## src/dsi_params.svh

```systemverilog
// Constants for the drive status indicator: timing, segment patterns, animation order
`ifndef DSI_PARAMS_SVH
`define DSI_PARAMS_SVH

// Clock rate and indication timing
`define DSI_CLK_HZ          200000000
`define DSI_BLINK_HALF_MS   250
`define DSI_STEP_MS         100
`define DSI_BLINK_HALF_CYC  ((`DSI_CLK_HZ / 1000) * `DSI_BLINK_HALF_MS)
`define DSI_STEP_CYC        ((`DSI_CLK_HZ / 1000) * `DSI_STEP_MS)

// Segment patterns, bit 0 = a ... bit 6 = g, high = lit
`define DSI_SEG_BLANK       7'h00
`define DSI_SEG_INIT        7'h40
`define DSI_SEG_HWFAIL      7'h71
`define DSI_SEG_P           7'h73
`define DSI_SEG_H           7'h76
`define DSI_SEG_L           7'h38
`define DSI_SEG_U           7'h3e
`define DSI_SEG_D           7'h5e
`define DSI_SEG_ONE         7'h01

// Figure-eight walk, segment index per step, step 0 in the low bits
`define DSI_RING_ORDER      {3'd5, 3'd6, 3'd2, 3'd3, 3'd4, 3'd6, 3'd1, 3'd0}
`define DSI_RING_STEPS      8

// Alarm sequence: leading letter then three code digits
`define DSI_ALARM_POS       4
`define DSI_HEX_A           4'ha
`define DSI_HEX_C           4'hc
`define DSI_HEX_E           4'he

`endif

```

## src/dsi_pkg.sv

```systemverilog
// Types shared by the drive status indicator
package dsi_pkg;

	typedef enum logic [2:0] {
		DSI_FW_IDLE,
		DSI_FW_ERASE,
		DSI_FW_PROGRAM,
		DSI_FW_ALARM,
		DSI_FW_AUTORESET
	} dsi_fw_e;

	// Drive controller status, all on the clk domain
	typedef struct packed {
		logic          cpu_active;
		logic          conv_switching;
		logic          uv_store;
		logic          hw_fail;
		dsi_fw_e       fw_phase;
		logic          emergency;
		logic [11:0]   alarm_code;
		logic          cur_limit;
		logic          volt_limit_low;
		logic          volt_limit_decel;
		logic          dc_brake;
		logic          precharge_wait;
		logic          power_active;
		logic          rdy_wait_enable;
		logic          rdy_enable_edge;
		logic          rdy_start_edge;
		logic          pid_off_grp_a;
		logic          pid_off_grp_b;
		logic          en_no_start;
		logic          ref_below_min;
	} dsi_status_s;

	// Supply monitor pins, asynchronous to clk
	typedef struct packed {
		logic pos15_ok;
		logic neg15_ok;
		logic p5v_ok;
		logic serial_short;
		logic keypad_short;
	} dsi_supply_s;

	typedef struct packed {
		logic processor_run_led;
		logic converter_run_led;
		logic second_converter_run_led;
		logic pos_analog_supply_led;
		logic neg_analog_supply_led;
		logic io_supply_led;
	} dsi_leds_s;

endpackage : dsi_pkg

```

## src/dsi_drive_status_indicator.sv

```systemverilog
// Drive status indicator: six status LEDs and the 7-segment state glyph
//
// How it works
// (RULE_01) Processor-run LED lit while control processors are active.
// (RULE_02) Converter-run LED lit while power stage switches, dark when all inactive.
// (RULE_03) Second converter-run LED is always dark in this variant.
// (RULE_04) Positive analog supply LED lit only while +15V rail detected.
// (RULE_05) Negative supply LED lit only while -15V rail detected.
// (RULE_06) I/O LED lit on +5V, off on supply short or undervoltage store.
// (RULE_07) Ready waiting for enable shows steady 0.
// (RULE_08) Ready waiting for enable rising edge shows steady 1.
// (RULE_09) Ready waiting for start rising edge shows steady 2.
// (RULE_10) PID disabled stop shows steady 3 or 4 by parameter group.
// (RULE_11) Enabled without start shows steady 6.
// (RULE_12) Enabled, started, reference below minimum shows steady 7.
// (RULE_13) DC bus precharge not complete shows steady 8.
// (RULE_14) Power devices active animates one segment around a figure-eight.
// (RULE_15) Emergency flashes the alarm code characters in a repeating cycle.
// (RULE_16) Self-diagnosed failure shows the hardware-failure glyph.
// (RULE_17) Firmware update flashes E, P, A on alarm, C on autoreset.
// (RULE_18) Current limiting flashes H.
// (RULE_19) Voltage limit from low DC bus flashes L.
// (RULE_20) Bus overvoltage during braking deceleration flashes U.
// (RULE_21) DC braking flashes D.
// (RULE_22) Precedence: failure, firmware, alarm, limits and braking, ready states.
// (RULE_23) One blink period for all flashing, one step period for animation.
// (RULE_24) Initialization glyph shown until the first ready state is reached.
`timescale 1ns/1ps
`include "dsi_params.svh"

module dsi_drive_status_indicator #(
	parameter int BLINK_HALF_CYC = `DSI_BLINK_HALF_CYC,
	parameter int STEP_CYC       = `DSI_STEP_CYC
) (
	// Clock and reset
	input  wire logic                 clk,
	input  wire logic                 sys_rst,
	// Controller status and supply monitor pins
	input  wire dsi_pkg::dsi_status_s status,
	input  wire dsi_pkg::dsi_supply_s supply_pins,
	// Indicators
	output dsi_pkg::dsi_leds_s        leds,
	output logic [6:0]                seg
);

	if (BLINK_HALF_CYC < 1 || STEP_CYC < 1) begin : g_chk
		$error("dsi: blink and step periods must be at least one cycle");
	end

	function automatic logic [6:0] seg_of_hex(input logic [3:0] v);
		case (v)
			4'h0:    seg_of_hex = 7'h3f;
			4'h1:    seg_of_hex = 7'h06;
			4'h2:    seg_of_hex = 7'h5b;
			4'h3:    seg_of_hex = 7'h4f;
			4'h4:    seg_of_hex = 7'h66;
			4'h5:    seg_of_hex = 7'h6d;
			4'h6:    seg_of_hex = 7'h7d;
			4'h7:    seg_of_hex = 7'h07;
			4'h8:    seg_of_hex = 7'h7f;
			4'h9:    seg_of_hex = 7'h6f;
			4'ha:    seg_of_hex = 7'h77;
			4'hb:    seg_of_hex = 7'h7c;
			4'hc:    seg_of_hex = 7'h39;
			4'hd:    seg_of_hex = 7'h5e;
			4'he:    seg_of_hex = 7'h79;
			default: seg_of_hex = 7'h71;
		endcase
	endfunction : seg_of_hex

	// Supply pins pass two flops; only stage two is read by logic
	dsi_pkg::dsi_supply_s sync1_r;
	dsi_pkg::dsi_supply_s sync2_r;

	always_ff @(posedge clk or posedge sys_rst) begin
		if (sys_rst) begin
			sync1_r <= '0;
			sync2_r <= '0;
		end else begin
			sync1_r <= supply_pins;
			sync2_r <= sync1_r;
		end
	end

	// LEDs
	dsi_pkg::dsi_leds_s leds_r;
	dsi_pkg::dsi_leds_s leds_nxt;

	always_comb begin
		leds_nxt = '0;
		leds_nxt.processor_run_led        = status.cpu_active;      // see RULE_01
		leds_nxt.converter_run_led        = status.conv_switching;  // see RULE_02
		leds_nxt.second_converter_run_led = 1'b0;                   // see RULE_03
		leds_nxt.pos_analog_supply_led    = sync2_r.pos15_ok;       // see RULE_04
		leds_nxt.neg_analog_supply_led    = sync2_r.neg15_ok;       // see RULE_05
		leds_nxt.io_supply_led            = sync2_r.p5v_ok && !sync2_r.serial_short
			&& !sync2_r.keypad_short && !status.uv_store;       // see RULE_06
	end

	always_ff @(posedge clk or posedge sys_rst) begin
		if (sys_rst) begin
			leds_r <= '0;
		end else begin
			leds_r <= leds_nxt;
		end
	end

	assign leds = leds_r;

	// Shared blink and animation timebase
	logic [31:0] blink_cnt_r;
	logic [31:0] blink_cnt_nxt;
	logic        blink_on_r;
	logic        blink_on_nxt;
	logic [31:0] step_cnt_r;
	logic [31:0] step_cnt_nxt;
	logic [2:0]  ring_r;
	logic [2:0]  ring_nxt;
	logic        blink_fall;

	always_comb begin
		blink_cnt_nxt = blink_cnt_r + 32'h0000_0001;
		blink_on_nxt  = blink_on_r;
		blink_fall    = 1'b0;
		if (blink_cnt_r >= 32'(BLINK_HALF_CYC - 1)) begin  // see RULE_23
			blink_cnt_nxt = '0;
			blink_on_nxt  = !blink_on_r;
			blink_fall    = blink_on_r;
		end
		step_cnt_nxt = step_cnt_r + 32'h0000_0001;
		ring_nxt     = ring_r;
		if (step_cnt_r >= 32'(STEP_CYC - 1)) begin  // see RULE_23
			step_cnt_nxt = '0;
			ring_nxt     = ring_r + 3'd1;
		end
	end

	always_ff @(posedge clk or posedge sys_rst) begin
		if (sys_rst) begin
			blink_cnt_r <= '0;
			blink_on_r  <= 1'b1;
			step_cnt_r  <= '0;
			ring_r      <= '0;
		end else begin
			blink_cnt_r <= blink_cnt_nxt;
			blink_on_r  <= blink_on_nxt;
			step_cnt_r  <= step_cnt_nxt;
			ring_r      <= ring_nxt;
		end
	end

	// Glyph selection
	logic        init_done_r;
	logic        init_done_nxt;
	logic [1:0]  alarm_pos_r;
	logic [1:0]  alarm_pos_nxt;
	logic [6:0]  seg_r;
	logic [6:0]  seg_nxt;
	logic        any_ready;
	logic [6:0]  steady;
	logic [6:0]  flash;
	logic        flashing;
	logic [3:0]  alarm_digit;
	logic [2:0]  ring_idx;

	always_comb begin
		any_ready = status.rdy_wait_enable || status.rdy_enable_edge
			|| status.rdy_start_edge || status.pid_off_grp_a
			|| status.pid_off_grp_b || status.en_no_start
			|| status.ref_below_min || status.precharge_wait
			|| status.power_active;
		// Sticky so a later drop of every ready flag shows blank, not init
		init_done_nxt = init_done_r || any_ready;  // see RULE_24

		ring_idx = 3'(`DSI_RING_ORDER >> (3 * ring_r));
		case (alarm_pos_r)
			2'd1:    alarm_digit = status.alarm_code[11:8];
			2'd2:    alarm_digit = status.alarm_code[7:4];
			2'd3:    alarm_digit = status.alarm_code[3:0];
			default: alarm_digit = `DSI_HEX_A;
		endcase

		// Alarm walk restarts from the letter each time the emergency begins
		alarm_pos_nxt = '0;
		if (status.emergency) begin
			alarm_pos_nxt = alarm_pos_r;
			if (blink_fall) begin  // see RULE_15
				alarm_pos_nxt = alarm_pos_r + 2'd1;
			end
		end

		// Ready-group glyphs, precharge first since nothing runs before it
		steady = `DSI_SEG_BLANK;
		if (status.precharge_wait) begin
			steady = seg_of_hex(4'h8);                       // see RULE_13
		end else if (status.power_active) begin
			steady = `DSI_SEG_ONE << ring_idx;               // see RULE_14
		end else if (status.ref_below_min) begin
			steady = seg_of_hex(4'h7);                       // see RULE_12
		end else if (status.en_no_start) begin
			steady = seg_of_hex(4'h6);                       // see RULE_11
		end else if (status.pid_off_grp_a) begin
			steady = seg_of_hex(4'h3);                       // see RULE_10
		end else if (status.pid_off_grp_b) begin
			steady = seg_of_hex(4'h4);                       // see RULE_10
		end else if (status.rdy_start_edge) begin
			steady = seg_of_hex(4'h2);                       // see RULE_09
		end else if (status.rdy_enable_edge) begin
			steady = seg_of_hex(4'h1);                       // see RULE_08
		end else if (status.rdy_wait_enable) begin
			steady = seg_of_hex(4'h0);                       // see RULE_07
		end

		flashing = 1'b1;
		flash    = `DSI_SEG_BLANK;
		case (status.fw_phase)
			dsi_pkg::DSI_FW_ERASE:     flash = seg_of_hex(`DSI_HEX_E);  // see RULE_17
			dsi_pkg::DSI_FW_PROGRAM:   flash = `DSI_SEG_P;              // see RULE_17
			dsi_pkg::DSI_FW_ALARM:     flash = seg_of_hex(`DSI_HEX_A);  // see RULE_17
			dsi_pkg::DSI_FW_AUTORESET: flash = seg_of_hex(`DSI_HEX_C);  // see RULE_17
			default: begin
				if (status.emergency) begin
					flash = seg_of_hex(alarm_digit);         // see RULE_15
				end else if (!init_done_r) begin
					flashing = 1'b0;
					flash    = `DSI_SEG_INIT;                // see RULE_24
				end else if (status.cur_limit) begin
					flash = `DSI_SEG_H;                      // see RULE_18
				end else if (status.volt_limit_low) begin
					flash = `DSI_SEG_L;                      // see RULE_19
				end else if (status.volt_limit_decel) begin
					flash = `DSI_SEG_U;                      // see RULE_20
				end else if (status.dc_brake) begin
					flash = `DSI_SEG_D;                      // see RULE_21
				end else begin
					flashing = 1'b0;
					flash    = steady;
				end
			end
		endcase

		// Failure outranks everything else and never blinks
		if (status.hw_fail) begin                          // see RULE_22
			seg_nxt = `DSI_SEG_HWFAIL;                       // see RULE_16
		end else if (flashing && !blink_on_r) begin        // see RULE_23
			seg_nxt = `DSI_SEG_BLANK;
		end else begin
			seg_nxt = flash;
		end
	end

	always_ff @(posedge clk or posedge sys_rst) begin
		if (sys_rst) begin
			init_done_r <= 1'b0;
			alarm_pos_r <= '0;
			seg_r       <= `DSI_SEG_BLANK;
		end else begin
			init_done_r <= init_done_nxt;
			alarm_pos_r <= alarm_pos_nxt;
			seg_r       <= seg_nxt;
		end
	end

	assign seg = seg_r;

	// Checks
	cpu_led_follow_a: assert property (@(posedge clk) disable iff (sys_rst) // see RULE_01
		status.cpu_active |=> leds.processor_run_led)
		else $error("processor LED not lit after processors active");

	conv_led_dark_a: assert property (@(posedge clk) disable iff (sys_rst) // see RULE_02
		!status.conv_switching |=> !leds.converter_run_led)
		else $error("converter LED lit with power stage inactive");

	second_led_dark_a: assert property (@(posedge clk) disable iff (sys_rst) // see RULE_03
		!leds.second_converter_run_led)
		else $error("second converter LED lit");

	pos_supply_led_a: assert property (@(posedge clk) disable iff (sys_rst) // see RULE_04
		supply_pins.pos15_ok [*4] |-> leds.pos_analog_supply_led)
		else $error("positive supply LED dark with rail present");

	neg_supply_led_a: assert property (@(posedge clk) disable iff (sys_rst) // see RULE_05
		!supply_pins.neg15_ok [*4] |-> !leds.neg_analog_supply_led)
		else $error("negative supply LED lit with rail absent");

	io_short_dark_a: assert property (@(posedge clk) disable iff (sys_rst) // see RULE_06
		(supply_pins.serial_short || supply_pins.keypad_short) [*4]
		|-> !leds.io_supply_led)
		else $error("I/O LED lit during supply short");

	hw_fail_glyph_a: assert property (@(posedge clk) disable iff (sys_rst) // see RULE_16
		status.hw_fail |=> seg == `DSI_SEG_HWFAIL)
		else $error("failure glyph not shown");

	init_glyph_a: assert property (@(posedge clk) disable iff (sys_rst) // see RULE_24
		(!init_done_r && !any_ready && !status.hw_fail && !status.emergency
		&& status.fw_phase == dsi_pkg::DSI_FW_IDLE) |=> seg == `DSI_SEG_INIT)
		else $error("init glyph missing before first ready state");

	blink_period_a: assert property (@(posedge clk) disable iff (sys_rst) // see RULE_23
		$changed(blink_on_r) |-> blink_cnt_r == '0 && $past(blink_cnt_r)
		== 32'(BLINK_HALF_CYC - 1))
		else $error("blink phase changed off period");

	ring_step_a: assert property (@(posedge clk) disable iff (sys_rst) // see RULE_14
		$changed(ring_r) |-> ring_r == $past(ring_r) + 3'd1 && step_cnt_r == '0)
		else $error("animation step out of order");

endmodule : dsi_drive_status_indicator

```

## config.mk

```make
export PLATFORM = sky130hd
export DESIGN_NAME = dsi_drive_status_indicator
export DESIGN_NICKNAME = d
export VERILOG_FILES = /design/src/dsi_pkg.sv /design/src/dsi_drive_status_indicator.sv
export VERILOG_INCLUDE_DIRS = /design/src
export SDC_FILE = /design/constraint.sdc
export NUM_CORES = 1
export LEC_CHECK = 0
export ABC_CLOCK_PERIOD_IN_PS = 4170
export BUFFER_PORTS_ARGS = -buffer_cell sky130_fd_sc_hd__buf_2
export CAP_MARGIN = 15
export CELL_PAD_IN_SITES_DETAIL_PLACEMENT = 1
export CELL_PAD_IN_SITES_GLOBAL_PLACEMENT = 1
export CORE_MARGIN = 2
export CORE_UTILIZATION = 25
export CTS_CLUSTER_SIZE = 25
export DETAILED_ROUTE_END_ITERATION = 12
export GPL_ROUTABILITY_DRIVEN = 0
export PLACE_DENSITY = 0.6
export SLEW_MARGIN = 20
export SYNTH_ARGS = -nofsm -noshare
export SYNTH_HDL_FRONTEND = slang
export SYNTH_SLANG_ARGS = --single-unit
```

## constraint.sdc

```tcl
create_clock -name clk -period 4.17 [get_ports clk]
set_clock_uncertainty 0.2 [all_clocks]
set_input_delay 0.417 -clock clk [delete_from_list [all_inputs] [get_ports clk]]
set_output_delay 0.417 -clock clk [all_outputs]
set_load 0.01 [all_outputs]
```

==> run_results.csv <==
group,metric,value,unit
run_status,status,"completed",
global_route,overflow,0,
cells_and_area,final_common_cell,"dfrtp_1",
critical_path,cp-start-kind,"flop",
drt,wl_met3,279,µm
floorplanning,dieArea,19700,µm²
critical_path,cpPeakStageDelay,0.88,ns
synthesis,synthTopCellsByArea,"dfrtp_1, xor2_1, nor2_1",
floorplanning,start_util,25.7,%
synthesis,synth.cell_area,4650,µm²
drt,vias_per_cell,4.77,
global_route,track_usage,12.3,%
critical_path,critPathCaptureType,"flop",
cells_and_area,area_delta_synth_final,19.8,%
synthesis,synth_top_area_share,49.5,%
synthesis,synthCells,458,
floorplanning,die_w,140,µm
sta,hold_slack,0.00388,ns
synthesis,syn_area_per_cell,10.2,µm²
drt,dr_total_vias,3633,
clock_network,clkTransAtPathRegs,0.06,ns
power,total_leakage_power,2.37,nW
sta,worstMarginPinSlew,1.01,ns
synthesis,seq_area_frac_synth,50.1,%
sta,period_share,72.8,%
clock_network,clock_sinks,93,
sta,period_minus_slack,3.04,ns
drt,drtIter0Drc,196,
clock_network,clockBufferDepth,2,
cells_and_area,fin_cells,762,
floorplanning,core,18100,µm²
clock_network,post_cts_buffers,0,
synthesis,yosys_warnings,0,
clock_network,cts_tree,"yes",
critical_path,crit_chain,"inv_1, ha_1, a222oi_1, nand2b_1, mux2_4, nor3_2, o41ai_1",
clock_network,cts_made_buffers,9,
floorplanning,fp-row-count,49,
critical_path,cp_slowest_cell,"a222oi_1",
clock_network,insertion_delay,0.34,ns
placement,placed_cells,740,
sta,setup_tns,0,ns
clock_network,htree_levels,3,
synthesis,ys_async_sr_fraction,100,%
cells_and_area,fillCellCount,2033,
global_route,grt_pass1_wl,19600,µm
power,power_density,429,nW/µm²
clock_network,cts_root_buf,"clkbuf_16",
synthesis,yosys.area.top_type,"dfrtp_1",
cells_and_area,drive_gt1_share,15.8,%
sta,fmax,329,MHz
critical_path,crit_required,4.19,ns
sta,slew_viol_final,0,
global_route,grt_max_degree,57,
sta,relSlewSlack,31.8,%
floorplanning,io_pins,53,
drt,ant_nets,0,
cells_and_area,diodes,0,
placement,pre_cts_ws,1.16,ns
synthesis,synth_flop_cell,"dfrtp_1",
critical_path,worstPathArrival,3.06,ns
drt,post_drt_wl_per_cell,14.8,µm
critical_path,crit_type,"flop to flop",
cells_and_area,final_cell_mix,"dfrtp_1, nor2_1, buf_2",
critical_path,path_max_fanout,7,
min_path,hold_path_class,"primary input to asynchronous set/reset pin",
cells_and_area,num-nets-final,584,
sta,rsz0062_at_grt,"no",
synthesis,synth_edf_count,0,
synthesis,ys_types,59,
drt,routed-wl-met2,5410,µm
floorplanning,die_h,140,µm
sta,finalSetupViolCount,0,
critical_path,reg2regPathDepth,7,
drt,top_layer_used,"met4",
placement,portBuffers,51,
drt,m1WireLength,5350,µm
sta,hold_viol,0,
global_route,antenna_found_initial,0,
sta,setup_ws,1.13,ns
run,max-cap-violations,0,
power,peakVddDrop,0.000184,V
synthesis,yosys_register_bits,93,
drt,drt_wl_total,11300,µm
drt,drt-pass1-iter-count,4,
global_route,grt_pass1_vias,3918,
drt,drc,0,
placement,dpl.hpwl,8170,µm
==> metrics by stage <==
stage / total power, mW / utilization, % / area [µm²]
3_5_place_dp: 1.56 / 28.7 / 5200
4_1_cts: 2.43 / 30.8 / 5570
6_report: 2.39 / 30.8 / 5570
5_1_grt: 2.53 / 30.8 / 5570
2_1_floorplan: 1.40 / - / 4700
3_3_place_gp: 1.54 / 28.7 / 5200
==> synth_stat cells (all sizes together), types with 2 or more instances <==
| library cell | number |
|---|---|
| nor3 | 13 |
| o21a | 2 |
| a21o | 3 |
| a211oi | 4 |
| nor2 | 70 |
| nand4 | 18 |
| nand3 | 23 |
| nor4 | 10 |
| o221ai | 3 |
| nor2b | 7 |
| a221oi | 2 |
| nor4b | 2 |
| xnor2 | 18 |
| or3b | 2 |
| mux2i | 4 |
| nand2 | 28 |
| and4 | 3 |
| dfrtp | 92 |
| buf | 8 |
| ha | 15 |
| o211ai | 2 |
| and3 | 12 |
| a21oi | 5 |
| or4 | 2 |
| o211a | 2 |
| mux2 | 3 |
| nor3b | 2 |
| a31oi | 7 |
| o21ai | 6 |
| xor2 | 33 |
| nand2b | 3 |
| a21boi | 2 |
| a41oi | 2 |
| and2 | 3 |
| a222oi | 4 |
| a211o | 3 |
| clkbuf | 6 |
| inv | 16 |
| or2 | 2 |
| o31ai | 2 |
==> flip-flops by register name, summed over array words and instances (netlist names) <==
register / flops
blink_cnt_r: 32
step_cnt_r: 32
seg: 7
leds: 5
sync1_r: 5
ring_r: 3
sync2_r: 3
alarm_pos_r: 2
leds_nxt: 2
blink_on_r: 1
init_done_r: 1
==> logic make-up (layout without fill, tap and decap cells) <==
| kind of cell | count (synthesis) | after routing | share of synthesized area (%) |
|---|---|---|---|
| AND/OR/NAND/NOR | 204 | 204 | 22.1 |
| flip-flops | 93 | 93 | 50.1 |
| AO/OA/AOI/OAI | 57 | 57 | 9.71 |
| XOR/XNOR | 51 | 51 | 9.60 |
| buffers and inverters | 30 | 92 | 2.74 |
| adder cells (fa/ha/maj) | 15 | 15 | 4.04 |
| multiplexers | 7 | 7 | 1.67 |
| other | 1 | 14 | 0.0806 |
==> power breakdown <==
| group | internal [mW] | leakage, nW | switching [mW] |
|---|---|---|---|
| Sequential | 0.961 | 1.21 | 0.0485 |
| Clock | 0.494 | 0.141 | 0.343 |
| Combinational | 0.230 | 1.02 | 0.311 |
==> final cells by class <==
type                       instances  area (µm²)  share of cell area (%)
clock inverter                     3        45.0                   0.809
inverter                          16        62.6                    1.12
clock buffer                      12         256                    4.60
timing repair buffer              61         348                    6.24
sequential                        93        2330                    41.8
multi-input combinational        348        2240                    40.3
tap                              229         287                    5.14
==> what timing repair did <==
item / CTS / global route
hold buffers: 7 / 0
hold endpoints to repair: 7 / 0
gates resized for setup: 0 / 0
==> worst max-delay path, delay by kind of cell, from the launching register on <==
| family | cells | cell delay [ns] |
|---|---|---|
| adders and majority gates | 1 | 0.25 |
| AOI/OAI and AO/OA | 2 | 1.24 |
| muxes | 1 | 0.29 |
| buffers and inverters | 1 | 0.09 |
| DFF | 1 | 0.40 |
| and+or+nand+nor | 2 | 0.43 |
==> final timing paths <==
check,startpoint,end,slack [ns]
setup reg to reg,alarm_pos_r[0]$_DFFE_PP0P_,seg[6]$_DFF_PP0_,1.13
setup / recovery,alarm_pos_r[0]$_DFFE_PP0P_,seg[6]$_DFF_PP0_,1.13
min in group clk,status[30],leds[0]$_DFF_PP0_,0.03
hold / removal,sys_rst,sync1_r[3]$_DFF_PP0_,0.004
hold reg to reg,sync1_r[4]$_DFF_PP0_,leds_nxt[2]$_DFF_PP0_,0.15
max in group asynchronous,sys_rst,blink_on_r$_DFFE_PP1N_,2.96
==> layer usage <==
metal	up-vias	global-route usage (%)
met5	-	0
met4	0	5.53
met3	17	2.26
met2	41	19.7
met1	1827	16.2
li1	1748	-
No activity file was read; power rests on OpenSTA's default activity.
